`src/homing_regs.vh`:
```
// Object indices, field positions, method codes and timing for the homing
// sequencer. Assumes a 200 MHz drive clock and an object dictionary port.
`ifndef HOMING_REGS_VH
`define HOMING_REGS_VH

`define OBJ_CONTROL 16'h6040
`define OBJ_STATUS 16'h6041
`define OBJ_MODE 16'h6060
`define OBJ_HOME_OFFSET 16'h607C
`define OBJ_METHOD 16'h6098
`define OBJ_DWELL_MS 16'h2F00
`define OBJ_TRACK_WIN 16'h2F01
`define OBJ_STEPPER 16'h2F02

`define MODE_HOMING 8'h06
`define CTRL_START_BIT 4
`define STAT_ATTAINED_BIT 12
`define STAT_ERROR_BIT 13
`define STAT_BUSY_BIT 14

`define RST_METHOD 8'h00
`define RST_DWELL_MS 16'h0064
`define RST_TRACK_WIN 32'h0000_0100

`define CLOCK_HZ 200000000
`define CYC_PER_MS (`CLOCK_HZ / 1000)

// Method codes as 8-bit two's complement
`define HM_HARD_POS 8'hFF
`define HM_HARD_NEG 8'hFE
`define HM_HARD_NEG_IDX 8'hFD
`define HM_HARD_POS_IDX 8'hFC
`define HM_SW_POS 8'h13
`define HM_SW_NEG 8'h15
`define HM_SW_OUT_POS 8'h03
`define HM_SW_OUT_NEG 8'h05
`define HM_SW_IN_POS 8'h04
`define HM_SW_IN_NEG 8'h06
`define HM_LOW_POS 8'h17
`define HM_LOW_NEG 8'h1D
`define HM_UP_POS 8'h19
`define HM_UP_NEG 8'h1B
`define HM_LOW_OUT_POS 8'h07
`define HM_LOW_OUT_NEG 8'h0E
`define HM_LOW_IN_POS 8'h08
`define HM_LOW_IN_NEG 8'h0D

// Decoded method fields
`define F_VALID 7
`define F_KIND_HI 6
`define F_KIND_LO 5
`define F_START_POS 4
`define F_USE_INDEX 3
`define F_INDEX_POS 2
`define F_FALL_EDGE 1
`define F_NEG_ERR 0
`define KIND_HARD 2'h0
`define KIND_SWITCH 2'h1
`define KIND_MOMENT 2'h2

`endif

```
`src/input_sync.v`:
```
// Two-flop synchroniser for a group of pin inputs.
// Assumes the pins are asynchronous to clock.
`timescale 1ns/1ps
module input_sync #(
  parameter WIDTH = 4
) (
  input wire clock,
  input wire reset,
  input wire [WIDTH-1:0] async_in,
  output wire [WIDTH-1:0] sync_out
);
  reg [WIDTH-1:0] meta_q;
  reg [WIDTH-1:0] sync_q;
  genvar i;
  generate
    for (i = 0; i < WIDTH; i = i + 1) begin : g_bit
      always @(posedge clock) begin
        if (reset) begin
          meta_q[i] <= 1'b0;
          sync_q[i] <= 1'b0;
        end else begin
          meta_q[i] <= async_in[i];
          sync_q[i] <= meta_q[i];
        end
      end
    end
  endgenerate
  assign sync_out = sync_q;
endmodule

```
`src/homing_sequence_control.v`:
```
// Homing sequencer: hard-stop, home-switch and momentary-switch methods.
// Assumes one drive clock, asynchronous switch and index pins, and same-clock
// current-limit and following-error inputs from the drive loops.
`timescale 1ns/1ps
`include "homing_regs.vh"
module homing_sequence_control #(
  parameter CYC_PER_MS = `CYC_PER_MS
) (
  input wire clock,
  input wire reset,
  input wire od_write,
  input wire od_read,
  input wire [15:0] od_index,
  input wire [31:0] od_wdata,
  output reg [31:0] od_rdata,
  output reg od_ack,
  output reg od_unknown,
  input wire pos_limit_pin,
  input wire neg_limit_pin,
  input wire home_switch_pin,
  input wire index_pin,
  input wire current_limit_active,
  input wire [31:0] following_error,
  input wire [31:0] actual_position,
  output reg move_active,
  output reg move_positive,
  output reg move_slow,
  output reg homing_done,
  output reg homing_error,
  output reg [15:0] status_word,
  output reg [31:0] zero_position
);

  ////////////////////////////////////////////////////////////////////////
  localparam ST_IDLE = 3'd0;
  localparam ST_SEEK = 3'd1;
  localparam ST_INDEX = 3'd2;
  localparam ST_DONE = 3'd3;
  localparam ST_FAIL = 3'd4;

  function [7:0] method_fields;
    input [7:0] m;
    begin
      case (m)
        `HM_HARD_POS: method_fields = 8'b1001_0000;
        `HM_HARD_NEG: method_fields = 8'b1000_0000;
        `HM_HARD_POS_IDX: method_fields = 8'b1001_1000;
        `HM_HARD_NEG_IDX: method_fields = 8'b1000_1100;
        `HM_SW_POS: method_fields = 8'b1011_0000;
        `HM_SW_NEG: method_fields = 8'b1010_0000;
        `HM_SW_OUT_POS: method_fields = 8'b1011_1000;
        `HM_SW_OUT_NEG: method_fields = 8'b1010_1100;
        `HM_SW_IN_POS: method_fields = 8'b1011_1100;
        `HM_SW_IN_NEG: method_fields = 8'b1010_1000;
        `HM_LOW_POS: method_fields = 8'b1101_0010;
        `HM_LOW_NEG: method_fields = 8'b1100_0010;
        `HM_UP_POS: method_fields = 8'b1101_0000;
        `HM_UP_NEG: method_fields = 8'b1100_0000;
        `HM_LOW_OUT_POS: method_fields = 8'b1101_1010;
        `HM_LOW_OUT_NEG: method_fields = 8'b1100_1011;
        `HM_LOW_IN_POS: method_fields = 8'b1101_1110;
        `HM_LOW_IN_NEG: method_fields = 8'b1100_1111;
        default: method_fields = 8'h00;
      endcase
    end
  endfunction

  ////////////////////////////////////////////////////////////////////////
  // Pin synchronisers and edge detection
  wire [3:0] pins_s;
  input_sync #(
    .WIDTH(4)
  ) u_sync (
    .clock(clock),
    .reset(reset),
    .async_in({index_pin, home_switch_pin, neg_limit_pin, pos_limit_pin}),
    .sync_out(pins_s)
  );
  wire pos_lim = pins_s[0];
  wire neg_lim = pins_s[1];
  wire home_sw = pins_s[2];
  wire index_s = pins_s[3];
  reg [3:0] pins_prev_q;
  wire pos_rise = pos_lim & ~pins_prev_q[0];
  wire neg_rise = neg_lim & ~pins_prev_q[1];
  wire home_rise = home_sw & ~pins_prev_q[2];
  wire home_fall = ~home_sw & pins_prev_q[2];
  wire index_rise = index_s & ~pins_prev_q[3];

  ////////////////////////////////////////////////////////////////////////
  // Objects
  reg [15:0] control_q;
  reg [7:0] mode_q;
  reg [7:0] method_q;
  reg [31:0] offset_q;
  reg [15:0] dwell_ms_q;
  reg [31:0] track_win_q;
  reg stepper_q;
  reg start_prev_q;

  wire start_bit = control_q[`CTRL_START_BIT];
  wire homing_mode = (mode_q == `MODE_HOMING);
  wire start_req = start_bit & ~start_prev_q & homing_mode;

  always @(posedge clock) begin
    if (reset) begin
      control_q <= 16'h0000;
      mode_q <= 8'h00;
      method_q <= `RST_METHOD;
      offset_q <= 32'h0000_0000;
      dwell_ms_q <= `RST_DWELL_MS;
      track_win_q <= `RST_TRACK_WIN;
      stepper_q <= 1'b0;
      start_prev_q <= 1'b0;
      od_rdata <= 32'h0000_0000;
      od_ack <= 1'b0;
      od_unknown <= 1'b0;
    end else begin
      start_prev_q <= start_bit;
      od_ack <= od_write | od_read;
      od_unknown <= 1'b0;
      if (od_write) begin
        case (od_index)
          `OBJ_CONTROL: control_q <= od_wdata[15:0];
          `OBJ_MODE: mode_q <= od_wdata[7:0];
          `OBJ_METHOD: method_q <= od_wdata[7:0];
          `OBJ_HOME_OFFSET: offset_q <= od_wdata;
          `OBJ_DWELL_MS: dwell_ms_q <= od_wdata[15:0];
          `OBJ_TRACK_WIN: track_win_q <= od_wdata;
          `OBJ_STEPPER: stepper_q <= od_wdata[0];
          default: od_unknown <= 1'b1;
        endcase
      end else if (od_read) begin
        case (od_index)
          `OBJ_CONTROL: od_rdata <= {16'h0000, control_q};
          `OBJ_STATUS: od_rdata <= {16'h0000, status_word};
          `OBJ_MODE: od_rdata <= {24'h00_0000, mode_q};
          `OBJ_METHOD: od_rdata <= {{24{method_q[7]}}, method_q};
          `OBJ_HOME_OFFSET: od_rdata <= offset_q;
          `OBJ_DWELL_MS: od_rdata <= {16'h0000, dwell_ms_q};
          `OBJ_TRACK_WIN: od_rdata <= track_win_q;
          `OBJ_STEPPER: od_rdata <= {31'h0000_0000, stepper_q};
          default: begin
            od_rdata <= 32'h0000_0000;
            od_unknown <= 1'b1;
          end
        endcase
      end
    end
  end

  ////////////////////////////////////////////////////////////////////////
  // Hard stop detection
  reg [31:0] ms_cyc_q;
  reg [15:0] ms_cnt_q;
  reg [2:0] state_q;
  reg [2:0] state_d;
  wire seeking = (state_q == ST_SEEK);
  wire ms_tick = (ms_cyc_q == CYC_PER_MS - 1);
  wire [31:0] ferr_neg = ~following_error + 32'h0000_0001;
  wire [31:0] ferr_abs = following_error[31] ? ferr_neg : following_error;
  wire servo_stop = (ms_cnt_q >= dwell_ms_q) & current_limit_active;
  wire stepper_stop = ferr_abs > track_win_q;
  wire stop_hit = stepper_q ? stepper_stop : servo_stop;

  // Any dip in the current limit restarts the dwell from zero
  always @(posedge clock) begin
    if (reset) begin
      ms_cyc_q <= 32'h0000_0000;
      ms_cnt_q <= 16'h0000;
    end else if (!seeking || !current_limit_active) begin
      ms_cyc_q <= 32'h0000_0000;
      ms_cnt_q <= 16'h0000;
    end else if (ms_tick) begin
      ms_cyc_q <= 32'h0000_0000;
      if (ms_cnt_q != 16'hFFFF) begin
        ms_cnt_q <= ms_cnt_q + 16'h0001;
      end
    end else begin
      ms_cyc_q <= ms_cyc_q + 32'h0000_0001;
    end
  end

  ////////////////////////////////////////////////////////////////////////
  // Sequencer
  reg [7:0] fields_q;
  reg dir_q;
  reg dir_d;
  reg rev_q;
  reg rev_d;
  reg home_start_q;
  reg capture;
  reg fail;
  wire [7:0] fields_new = method_fields(method_q);
  wire [1:0] kind = fields_q[`F_KIND_HI:`F_KIND_LO];
  wire lim_ahead = dir_q ? pos_lim : neg_lim;
  wire lim_ahead_rise = dir_q ? pos_rise : neg_rise;
  wire err_lim = fields_q[`F_NEG_ERR] ? neg_rise : lim_ahead_rise;
  wire mom_edge = fields_q[`F_FALL_EDGE] ? home_fall : home_rise;
  wire new_is_switch = (fields_new[`F_KIND_HI:`F_KIND_LO] == `KIND_SWITCH);

  always @* begin
    state_d = state_q;
    dir_d = dir_q;
    rev_d = rev_q;
    capture = 1'b0;
    fail = 1'b0;
    case (state_q)
      ST_IDLE, ST_DONE, ST_FAIL: begin
        if (start_req) begin
          rev_d = 1'b0;
          if (!fields_new[`F_VALID]) begin
            state_d = ST_FAIL;
            fail = 1'b1;
          end else begin
            state_d = ST_SEEK;
            // Switch already active means home lies behind
            dir_d = fields_new[`F_START_POS] ^ (new_is_switch & home_sw);
          end
        end
      end
      ST_SEEK: begin
        case (kind)
          `KIND_HARD: begin
            if (lim_ahead) begin
              fail = 1'b1;
            end else if (stop_hit) begin
              capture = 1'b1;
            end
          end
          `KIND_SWITCH: begin
            if (pos_lim | neg_lim) begin
              fail = 1'b1;
            end else if (home_sw != home_start_q) begin
              capture = 1'b1;
            end
          end
          `KIND_MOMENT: begin
            if (mom_edge) begin
              capture = 1'b1;
            end else if (!rev_q && lim_ahead) begin
              dir_d = ~dir_q;
              rev_d = 1'b1;
            end else if (rev_q && err_lim) begin
              fail = 1'b1;
            end
          end
          default: fail = 1'b1;
        endcase
        if (fail) begin
          state_d = ST_FAIL;
        end else if (capture && fields_q[`F_USE_INDEX]) begin
          state_d = ST_INDEX;
          capture = 1'b0;
          dir_d = fields_q[`F_INDEX_POS];
        end else if (capture) begin
          state_d = ST_DONE;
        end
      end
      ST_INDEX: begin
        if (index_rise) begin
          capture = 1'b1;
          state_d = ST_DONE;
        end
      end
      default: state_d = ST_IDLE;
    endcase
    // Dropping the start bit or leaving homing mode aborts a move
    if ((state_q == ST_SEEK || state_q == ST_INDEX) &&
        (!start_bit || !homing_mode)) begin
      state_d = ST_IDLE;
      capture = 1'b0;
      fail = 1'b0;
    end
  end

  always @(posedge clock) begin
    if (reset) begin
      state_q <= ST_IDLE;
      fields_q <= 8'h00;
      dir_q <= 1'b0;
      rev_q <= 1'b0;
      home_start_q <= 1'b0;
      pins_prev_q <= 4'h0;
      move_active <= 1'b0;
      move_positive <= 1'b0;
      move_slow <= 1'b0;
      homing_done <= 1'b0;
      homing_error <= 1'b0;
      status_word <= 16'h0000;
      zero_position <= 32'h0000_0000;
    end else begin
      state_q <= state_d;
      dir_q <= dir_d;
      rev_q <= rev_d;
      pins_prev_q <= pins_s;
      if (start_req) begin
        fields_q <= fields_new;
        home_start_q <= home_sw;
      end
      if (capture) begin
        zero_position <= actual_position + offset_q;
      end
      move_active <= (state_d == ST_SEEK) | (state_d == ST_INDEX);
      move_positive <= dir_d;
      move_slow <= (state_d == ST_INDEX);
      homing_done <= (state_d == ST_DONE);
      homing_error <= (state_d == ST_FAIL);
      status_word <= 16'h0000;
      status_word[`STAT_ATTAINED_BIT] <= (state_d == ST_DONE);
      status_word[`STAT_ERROR_BIT] <= (state_d == ST_FAIL);
      status_word[`STAT_BUSY_BIT] <= (state_d == ST_SEEK) |
                                     (state_d == ST_INDEX);
    end
  end

endmodule

```
`config.mk`:
```
export PLATFORM = sky130hd
export DESIGN_NAME = homing_sequence_control
export DESIGN_NICKNAME = d
export VERILOG_FILES = /design/src/input_sync.v /design/src/homing_sequence_control.v
export VERILOG_INCLUDE_DIRS = /design/src
export SDC_FILE = /design/constraint.sdc
export NUM_CORES = 1
export LEC_CHECK = 0
export ABC_AREA = 1
export CAP_MARGIN = 20
export CELL_PAD_IN_SITES_DETAIL_PLACEMENT = 0
export CELL_PAD_IN_SITES_GLOBAL_PLACEMENT = 2
export CORE_AREA = 5 5 285 175
export CTS_CLUSTER_DIAMETER = 100
export CTS_CLUSTER_SIZE = 10
export DETAILED_ROUTE_END_ITERATION = 10
export DIE_AREA = 0 0 290 180
export DONT_BUFFER_PORTS = 1
export GPL_TIMING_DRIVEN = 0
export PLACE_DENSITY_LB_ADDON = 0.1
export RECOVER_POWER = 25
export SETUP_SLACK_MARGIN = 0.02
export SYNTH_ARGS = -nofsm -noshare
export SYNTH_HDL_FRONTEND = slang
export SYNTH_SLANG_ARGS = --single-unit
```
`constraint.sdc`:
```
create_clock -name clock -period 3.2 [get_ports clock]
set_input_delay 0.16 -clock clock [delete_from_list [all_inputs] [get_ports clock]]
set_output_delay 0.16 -clock clock [all_outputs]
set_load 0.01 [all_outputs]
```
==> run summary, run 1 <==
Power Total = 0.00676 W
Synth Register Bits = 256
leakage power = 6.84 nW
Layout area overhead = 18.1%
CTS clk-pin slew, worst paths = 60 ps
GP Congestion = 0.859
initial antenna violation count = 2
largest net degree at the start of global routing = 15
layout cell share with drive strength beyond 1 = 0.0778
maximum clock frequency = 320 MHz
Starting Density = 0.315
FF+latch area = 0.00512 mm²
Synth Instances = 2150
number of global-route vias before repair = 13795
Slew Viols, Final = 0
Final Core Density = 0.372
router iterations before antenna repair = 6
DIE AREA = 0.0522 mm²
Longest Clk Path Bufs = 3
Wirelength per Cell = 20.0 µm
Slowest cell on crit path = ha_1
Tmin final = 3120 ps
Die Ht = 180 µm
Mapped Area = 0.0149 mm²
worst skew pair latency = 580 ps
Setup crit end kind = flip-flop
DRC = 0
Most used DFF post-synth = dfxtp_1
Netlist cell types = 51
Multi-input gate area = 0.00867 mm²
Mean Syn Cell Area = 6.91 µm²
number of max-cap violations = 0
Layout fillers = 5144
CTS H-tree depth = 1
worst vdd ir = 0.338 mV
Core ar. = 0.0472 mm²
row cnt = 62
Port Buffers = 0
overall routing resource usage = 0.212
total negative slack = 0 ps
Post-synth EDFFs = 0
worst-path fanout max = 5
first-pass GRT wire length = 86.9 mm
Final period util = 0.975
Final Skew = 27.4 ps
CTS tree = built
cell taking the most area after synthesis = dfxtp_1
antenna viol nets, final = 0
Synth top area share = 0.345
Final setup viols = 0
Worst Setup Start Kind = primary input
Boundary Pins = 208
ranking of synthesized cells by area = dfxtp_1 (34%), nand2_1 (8.6%), nor2_1 (7.4%), inv_1 (7.2%), a21oi_1 (7.1%)
HPWL after detailed placement = 46.4 mm
Final Hold Viols = 0
Relative slew margins = 0.348
TritonCTS Buffers = 29
RSZ-0062 raised after global routing = yes
critical path class = in2reg
Vias = 14764
outcome = complete, no violations
clock root buffer master = clkbuf_16
Vias/cell = 5.11
Chip Width = 290 µm
power per cell area = 385 mW/mm²
CP Data Required Time = 3650 ps
type of the worst min-delay path = in2reg
CP max stage delay = 300 ps
Final nets = 2454
synth warn = 0
# clock sinks = 256
GRT overflow = 0
Post-synth ARST share = 0
Least-Margin Pin Slew = 978 ps
sequential cell area fraction in the yosys report = 0.345
Critical Path Most Common Cell = nand2_4
final WL = 57.9 mm
DR iter-0 viols = 1080
Critical Path AT = 3570 ps
## flip-flops by register name, summed over array words and instances, names as in the netlist, 6 cells and up
name	count
method_q	8
ms_cnt_q	16
track_win_q	32
zero_position	32
od_rdata	32
dwell_ms_q	16
control_q	16
offset_q	32
mode_q	8
fields_q	6
ms_cyc_q	32
## final timing paths
kind | end | startpoint | cells after the start | slack [ps]
min | zero_position[1]$_SDFFE_PP0P_ | actual_position[1] | 5 | 20
min reg2reg | u_sync.sync_out[1]$_SDFF_PP0_ | u_sync.meta_q[1]$_SDFF_PP0_ | 2 | 400
max | zero_position[20]$_SDFFE_PP0P_ | following_error[0] | 28 | 80
max reg2reg | zero_position[30]$_SDFFE_PP0P_ | offset_q[0]$_SDFFE_PP0P_ | 15 | 410
## cells by family (layout without fill, tap and decap cells)
kind of cell / after synthesis / in the layout / synth area share
AND/OR/NAND/NOR: 870 / 870 / 0.257
AO/OA/AOI/OAI: 495 / 495 / 0.188
buffers and inverters: 379 / 467 / 0.101
flip-flops: 256 / 256 / 0.345
adder cells (fa/ha/maj): 83 / 83 / 0.0704
XOR/XNOR: 66 / 66 / 0.0389
other: 1 / 14 / 0.000252
## critical path: cells and delay by family
family / cells / cell delay [ps]
xor+xnor: 1 / 160
simple gates: 18 / 1970
buf+inv: 4 / 340
compound gates: 3 / 480
fa+ha+maj: 2 / 430
## routing by layer
layer	vias to the layer above	global-route usage	wire length, µm
li1	7330	-	-
met1	6992	0.343	31000
met2	395	0.294	22600
met3	45	0.0347	3610
met4	2	0.0304	675
met5	-	0	13
## stage by stage
| step | std cells | setup WS [ps] | cell area (µm²) | hold slack [ps] |
|---|---|---|---|---|
| after floorplan | 2162 | 25.9 | 14900 | 267 |
| after global placement | 2802 | -1150 | 15700 | 273 |
| after detailed placement | 2802 | -1130 | 15700 | 272 |
| after CTS | 2879 | -23.1 | 17300 | 5.78 |
| after global routing | 2890 | -187 | 17600 | 43.6 |
| final | 2891 | 78.7 | 17600 | 23.9 |
## synth_stat cells, types with 3 or more instances
library cell,instances
ha_1,82
o21ai_0,163
nor2_1,293
o2111ai_1,4
nor3_2,4
nor4_2,3
nor3_1,49
xor2_1,45
nor2_2,7
nand3_1,79
nor3b_1,9
a21oi_1,210
and3_1,3
o21bai_1,10
xnor2_1,21
nand4_1,37
dfxtp_1,256
buf_4,17
a31oi_1,7
a21o_1,9
inv_1,286
clkbuf_1,56
a211oi_1,39
o221ai_1,21
nand2_1,339
o211ai_1,3
buf_2,12
nor4_1,24
nand3b_1,5
or2_2,6
o22ai_1,20
inv_2,3
## layout make-up
type | instances | area share
inverters | 291 | 0.0659
repair buffers | 57 | 0.0326
clock buffers | 29 | 0.0413
flip-flops and latches | 256 | 0.292
diodes | 1 | 0.000143
well taps | 640 | 0.0456
clock inverters | 2 | 0.00221
plain buffers | 88 | 0.0261
multi-input cells | 1527 | 0.494
## repair_timing
item | CTS | global route
setup endpoints to repair | 38 | 38
buffers inserted | 4 | 11
resized for setup | 78 | 45
pin swaps | 26 | 24
hold buffers | 40 | 0
hold endpoints to repair | 128 | 0
gates cloned | 2 | 0
## cell usage in the layout, fill, tap and decap left out, types with 31 or more instances in the layout
master	instances
nand2_1	320
nor2_1	285
inv_1	281
dfxtp_1	256
a21oi_1	204
o21ai_0	150
ha_1	82
nand3_1	75
clkbuf_1	56
nor3_1	46
xor2_1	45
dlygate4sd3_1	40
a211oi_1	39
nand4_1	37
buf_4	32
clkbuf_16	31
## where the power goes
group	internal [W]	switching [W]	total, W
clock	0.00167	0.00134	0.00300
sequential	0.00320	0.00000342	0.00320
combinational	0.000202	0.000355	0.000557
total	0.00506	0.00169	0.00676
No activity file was read; power rests on OpenSTA's default activity.
==> run 2, diff against run 1 <==
Settings changed: CORE_AREA 5 5 285 175 to 5 5 280 173, CTS_BUF_LIST set to sky130_fd_sc_hd__clkbuf_4, DIE_AREA 0 0 290 180 to 0 0 285 178, REMOVE_ABC_BUFFERS set to 1, SETUP_SLACK_MARGIN 0.02 to unset.
==> run 2 against run 1 <==
Net effect: wire length decreased by 5.1%; register-to-register slack worse by 60 ps; final cell count down 1.9%; count of clock-buffer cells in the layout grew 1; critical path type unchanged; largest cell class unchanged; highest routed layer is now met4.
==> run summary, run 2 (synthesis gave the netlist of run 1 again) <==
outcome = complete, no violations
RSZ-0062 raised after global routing = no
CTS clk-pin slew, worst paths = 130 ps
worst vdd ir = 0.214 mV
CTS tree = built
Net Sw Power = 0.00153 W
critical path class = in2reg
row cnt = 61
Cell Count Post-Placement = 2679
antenna viol nets, final = 0
CTS H-tree depth = 1
Die Ht = 178 µm
CP max stage delay = 220 ps
CP Data Required Time = 3840 ps
worst-path fanout max = 6
Net Sw Frac = 0.284
Boundary Pins = 208
HPWL after detailed placement = 41.1 mm
Power Total = 0.00539 W
FF+latch area = 0.00512 mm²
Final Non-Filler Cells = 2836
maximum clock frequency = 333 MHz
most common cell after layout, fill and taps aside = nand2_1
Seq pwr share = 0.593
clock share of power = 0.301
leakage power = 6.68 nW
Final Skew = 75.7 ps
# clock sinks = 256
Relative slew margins = 0.261
clock root buffer master = clkbuf_4
Tmin final = 3010 ps
Critical Path AT = 3650 ps
Final period util = 0.940
largest net degree at the start of global routing = 109
number of global-route vias before repair = 13403
Wirelength per Cell = 19.4 µm
final worst setup slack = 193 ps
initial antenna violation count = 4
Slew Viols, Final = 0
Critical Path Most Common Cell = nand2_2
Layout area overhead = 15.0%
Multi-input gate area = 0.00845 mm²
Final Hold Viols = 0
first-pass GRT wire length = 82.9 mm
Longest Clk Path Bufs = 3
Final setup viols = 0
overall routing resource usage = 0.209
GP Congestion = 0.846
Vias = 14362
DRC = 0
DIE AREA = 0.0507 mm²
power per cell area = 316 mW/mm²
worst skew pair latency = 810 ps
Starting Density = 0.326
Vias/cell = 5.06
Slowest cell on crit path = nand4_1
Layout fillers = 4934
layout cell share with drive strength beyond 1 = 0.0550
Core ar. = 0.0456 mm²
Chip Width = 285 µm
Least-Margin Pin Slew = 1110 ps
DR iter-0 viols = 1160
most frequent cells in the layout = nand2_1 (328), nor2_1 (289), inv_1 (282)
final WL = 54.9 mm
Final nets = 2438
Int Power = 0.00386 W
Combinational Power Share = 0.107
router iterations before antenna repair = 6
Worst Setup Start Kind = primary input
type of the worst min-delay path = in2reg
Setup crit end kind = flip-flop
TritonCTS Buffers = 29
number of max-cap violations = 0
GRT overflow = 0
Port Buffers = 0
Setup WS pre-CTS = -2300 ps
[run 2: changes by cell type in the layout (fill, tap and decap cells not counted), moves of 5 or more]
cell           delta
buf_16            +5
clkbuf_16        -31
nand2_4           -7
nand2_1           +8
o21ai_2           -5
clkbuf_1         -56
buf_4            -22
dlygate4sd3_1    +67
o21bai_4          -5
clkbuf_4         +30
o21bai_1          +5
buf_2             -7
o21ai_1           +6
[run 2: power groups by stage]
stage | combinational [W] | sequential [W] | clock (W)
CTS | 0.000570 | 0.00320 | 0.00172
global route | 0.000641 | 0.00320 | 0.00183
detailed placement | 0.000397 | 0.00327 | 0
floorplan | 0.000292 | 0.00327 | 0
finish | 0.000575 | 0.00320 | 0.00162
global placement | 0.000389 | 0.00327 | 0
[run 2: final timing paths]
kind         cells after the start                             end                         from  slack, ps
max                             26  zero_position[29]$_SDFFE_PP0P_           following_error[3]        190
min                              3       offset_q[26]$_SDFFE_PP0P_                 od_wdata[26]         90
max reg2reg                     10   zero_position[1]$_SDFFE_PP0P_       mode_q[1]$_SDFFE_PP0P_        350
min reg2reg                      2   u_sync.sync_out[1]$_SDFF_PP0_  u_sync.meta_q[1]$_SDFF_PP0_        410
[run 2: layer usage]
| metal | GRT usage | share of wire | up-vias |
|---|---|---|---|
| met5 | 0 | 0 | - |
| met4 | 0.0359 | 0.015 | 0 |
| met1 | 0.340 | 0.55 | 6660 |
| met3 | 0.0367 | 0.058 | 46 |
| met2 | 0.283 | 0.38 | 350 |
| li1 | - | - | 7306 |
[run 2: layout make-up]
cell class | count | area share
multi-input combinational | 1527 | 0.495
sequential | 256 | 0.300
timing repair buffer | 129 | 0.0829
inverter | 291 | 0.0644
tap | 598 | 0.0438
clock buffer | 30 | 0.0132
clock inverter | 2 | 0.000732
antenna | 3 | 0.000439
[run 2: critical path, delay by kind of cell]
family	cells	cell delay [ps]
simple gates	22	2890
buf+inv	3	330
fa+ha+maj	1	220
[run 2: metrics by stage]
step	setup TNS, ps	instance area [µm²]	hold WS [ps]	utilization
detailed placement	-63790	15400	274	0.338
global route	0	17100	47.1	0.375
global placement	-143120	15200	270	0.335
CTS	0	17000	4.71	0.372
finish	0	17100	88.4	0.375
floorplan	-15840	14500	229	-
[run 2: repair_timing]
action	CTS	global route
pin swaps	22	13
resized for setup	44	12
cloned	1	0
hold buffers	106	2
hold endpoints to repair	221	1
endpoints found under the setup margin	33	45
setup buffers	7	4
==> run 3, diff against run 2 <==
Settings changed: ABC_AREA 1 to unset, CORE_AREA 5 5 280 173 to 5 5 242 150, DIE_AREA 0 0 285 178 to 0 0 247 155.
Clock period 3.2 ns to 3.64 ns, I/O delays scaled along.
==> run 3 against run 2 <==
Net effect: the run now ends with negative hold slack, negative setup slack left; critical path type unchanged; first-iteration DRC count grew 2.8%; wire length shrank 8.5%; count of clock-buffer cells in the layout shrank 1; power shrank 16%; cell area grew 1.7%; worst setup slack lost 1200 ps; final cell count shrank 14%; sequential share of layout area shrank 0.50 points; area after synthesis shrank 6.0%.
==> run summary, run 3 <==
outcome = finished, violations left
failing checks = negative hold slack, negative setup slack
CTS clk-pin slew, worst paths = 120 ps
most frequent cells in the layout = nand2_1 (315), dfxtp_1 (256), dlygate4sd3_1 (229)
Boundary Pins = 208
largest net degree at the start of global routing = 206
Crit. path cell count = 20
row cnt = 53
CP Data Required Time = 4330 ps
synth warn = 0
Synth top area share = 0.367
maximum clock frequency = 214 MHz
worst vdd ir = 0.229 mV
first-pass GRT wire length = 75.3 mm
Wirelength per Cell = 20.6 µm
Most used DFF post-synth = dfxtp_1
Final setup viols = 38
worst skew pair latency = 800 ps
Mapped Area = 0.0140 mm²
HPWL after detailed placement = 33.7 mm
leakage power = 6.67 nW
Longest Clk Path Bufs = 3
Slew Viols, Final = 0
final worst setup slack = -1030 ps
DR iter-0 viols = 1192
Port Buffers = 0
Least-Margin Pin Slew = 1090 ps
Setup WS pre-CTS = -2920 ps
router iterations before antenna repair = 5
Final nets = 2180
synth cell count leaders = nand2_1 (328), dfxtp_1 (256), a21oi_1 (193)
clock root buffer master = clkbuf_4
antenna viol nets, final = 0
Synth Register Bits = 256
Layout area overhead = 24.4%
count leader, synth = nand2_1
DIE AREA = 0.0383 mm²
Worst Path Buf+Inv = 2
crit-path leading delay family = simple AND/OR/NAND/NOR gates
critical-path cell list = or4_4 -> or3_4 -> or3_4 -> or4_4 -> or4_4 -> o41ai_4 -> xnor2_1 -> ha_1 -> nand4_1 -> or4_4 -> o211ai_1 -> a31oi_2 -> a211oi_2 -> o21ai_4 -> a21oi_4 -> buf_12 -> buf_16 -> nor3_4 -> a21oi_2 -> nor2_1
Relative slew margins = 0.268
GP Congestion = 0.875
power per cell area = 262 mW/mm²
Mean Syn Cell Area = 7.84 µm²
initial antenna violation count = 4
cells on worst reg2reg path = 13
Power Total = 0.00455 W
Layout fillers = 3314
Post-synth ARST share = 0
number of global-route vias before repair = 12614
Hold Crit Depth = 1
Post-synth EDFFs = 0
Final Non-Filler Cells = 2445
Die Ht = 155 µm
crit path from = following_error[9]
Final period util = 1.28
layout cell share with drive strength beyond 1 = 0.0678
ranking of synthesized cells by area = dfxtp_1 (37%), nand2_1 (8.8%), ha_1 (7.3%), a21oi_1 (6.9%), nor2_1 (4.1%)
final WL = 50.3 mm
CP max stage delay = 520 ps
GRT overflow = 0
overall routing resource usage = 0.251
Multi-input gate area = 0.00846 mm²
worst r2r src = offset_q[0]$_SDFFE_PP0P_
FF+latch area = 0.00512 mm²
Final Hold Viols = 58
Cell Count Post-Placement = 2163
Core ar. = 0.0342 mm²
TritonCTS Buffers = 29
Critical Path AT = 5360 ps
Tmin final = 4670 ps
Synth Instances = 1782
Vias/cell = 5.48
# clock sinks = 256
Critical Path Most Common Cell = or4_4
worst-path fanout max = 7
Worst Setup Start Kind = primary input
RSZ-0062 raised after global routing = yes
Final Skew = 67.3 ps
cell taking the most area after synthesis = dfxtp_1
CTS H-tree depth = 1
sequential cell area fraction in the yosys report = 0.367
most common cell after layout, fill and taps aside = nand2_1
Slowest cell on crit path = or4_4
number of max-cap violations = 0
type of the worst min-delay path = in2reg
WHS = -531 ps
Netlist cell types = 75
DRC = 0
Setup crit end kind = flip-flop
Vias = 13394
CTS tree = built
total negative slack = -34890 ps
Chip Width = 247 µm
Starting Density = 0.409
critical path class = in2reg
Hold Path Origin = reset
run 3: cell count changes in the layout (fill, tap and decap cells not counted), sizes merged, moves of 35 or more:
cell and delta:
a22oi +72, inv -215, xnor2 +35, nor2 -150
nand3 -41, o21ai -121, dlygate4sd3 +122
run 3: final cells by class:
type / count / area share
Clock inverter: 2 / 0.00216
Antenna cell: 2 / 0.000288
Clock buffer: 29 / 0.0125
Multi-Input combinational cell: 1359 / 0.487
Inverter: 73 / 0.0158
Tap cell: 467 / 0.0336
Timing Repair Buffer: 257 / 0.154
Sequential cell: 256 / 0.295
run 3: timing repair:
item / 4_1_cts / 5_1_grt
setup buffers: 10 / 4
gates cloned: 2 / 1
hold buffers: 202 / 27
setup endpoints to repair: 38 / 43
gates resized for setup: 20 / 51
hold endpoints to repair: 211 / 91
pin swaps: 11 / 26
run 3: cell families (layout without fill, tap and decap cells):
family | after synthesis | count (layout) | synth area share
other cells | 1 | 15 | 0.000268
flops | 256 | 256 | 0.367
compound gates | 433 | 434 | 0.198
fa+ha+maj | 83 | 83 | 0.0749
buf+inv | 180 | 361 | 0.0535
mux | 15 | 15 | 0.0110
xor+xnor | 98 | 98 | 0.0614
simple gates | 716 | 716 | 0.234
run 3: metrics by stage:
step / cell area, µm² / utilization
finish: 17400 / 0.509
global route: 17400 / 0.509
CTS: 16800 / 0.493
detailed placement: 14300 / 0.420
global placement: 14100 / 0.414
floorplan: 13500 / -
run 3: worst reg2reg max path: stages, from the launching register on:
cell and delay [ps]:
dfxtp_1 490, ha_1 220, inv_1 50, fa_1 370
nor2b_1 300, o2111ai_1 170, a21boi_0 330, o31ai_1 250
o21ba_2 310, a211oi_1 460, o211ai_1 250, a31oi_1 270
xor2_1 100, a22o_1 200
run 3: report_power, final:
group          total (W)  internal, W  switching, W
logic           0.000293     0.000138      0.000155
clock network    0.00145     0.000440       0.00101
registers        0.00281      0.00281    0.00000396
run 3: path summary, 6_finish.rpt:
kind	end	slack, ps
min reg2reg	ms_cyc_q[0]$_SDFF_PP0_	480
max	zero_position[2]$_SDFFE_PP0P_	-1030
min	zero_position[16]$_SDFFE_PP0P_	-530
max reg2reg	zero_position[30]$_SDFFE_PP0P_	-280
run 3: metal layers:
layer  global-route usage  wire length, µm  vias to the layer above
met5                    0               13                        -
li1                     -                -                     6578
met4               0.0361              660                        2
met2                0.364            20500                      405
met1                0.367            24000                     6358
met3               0.0901             5110                       51
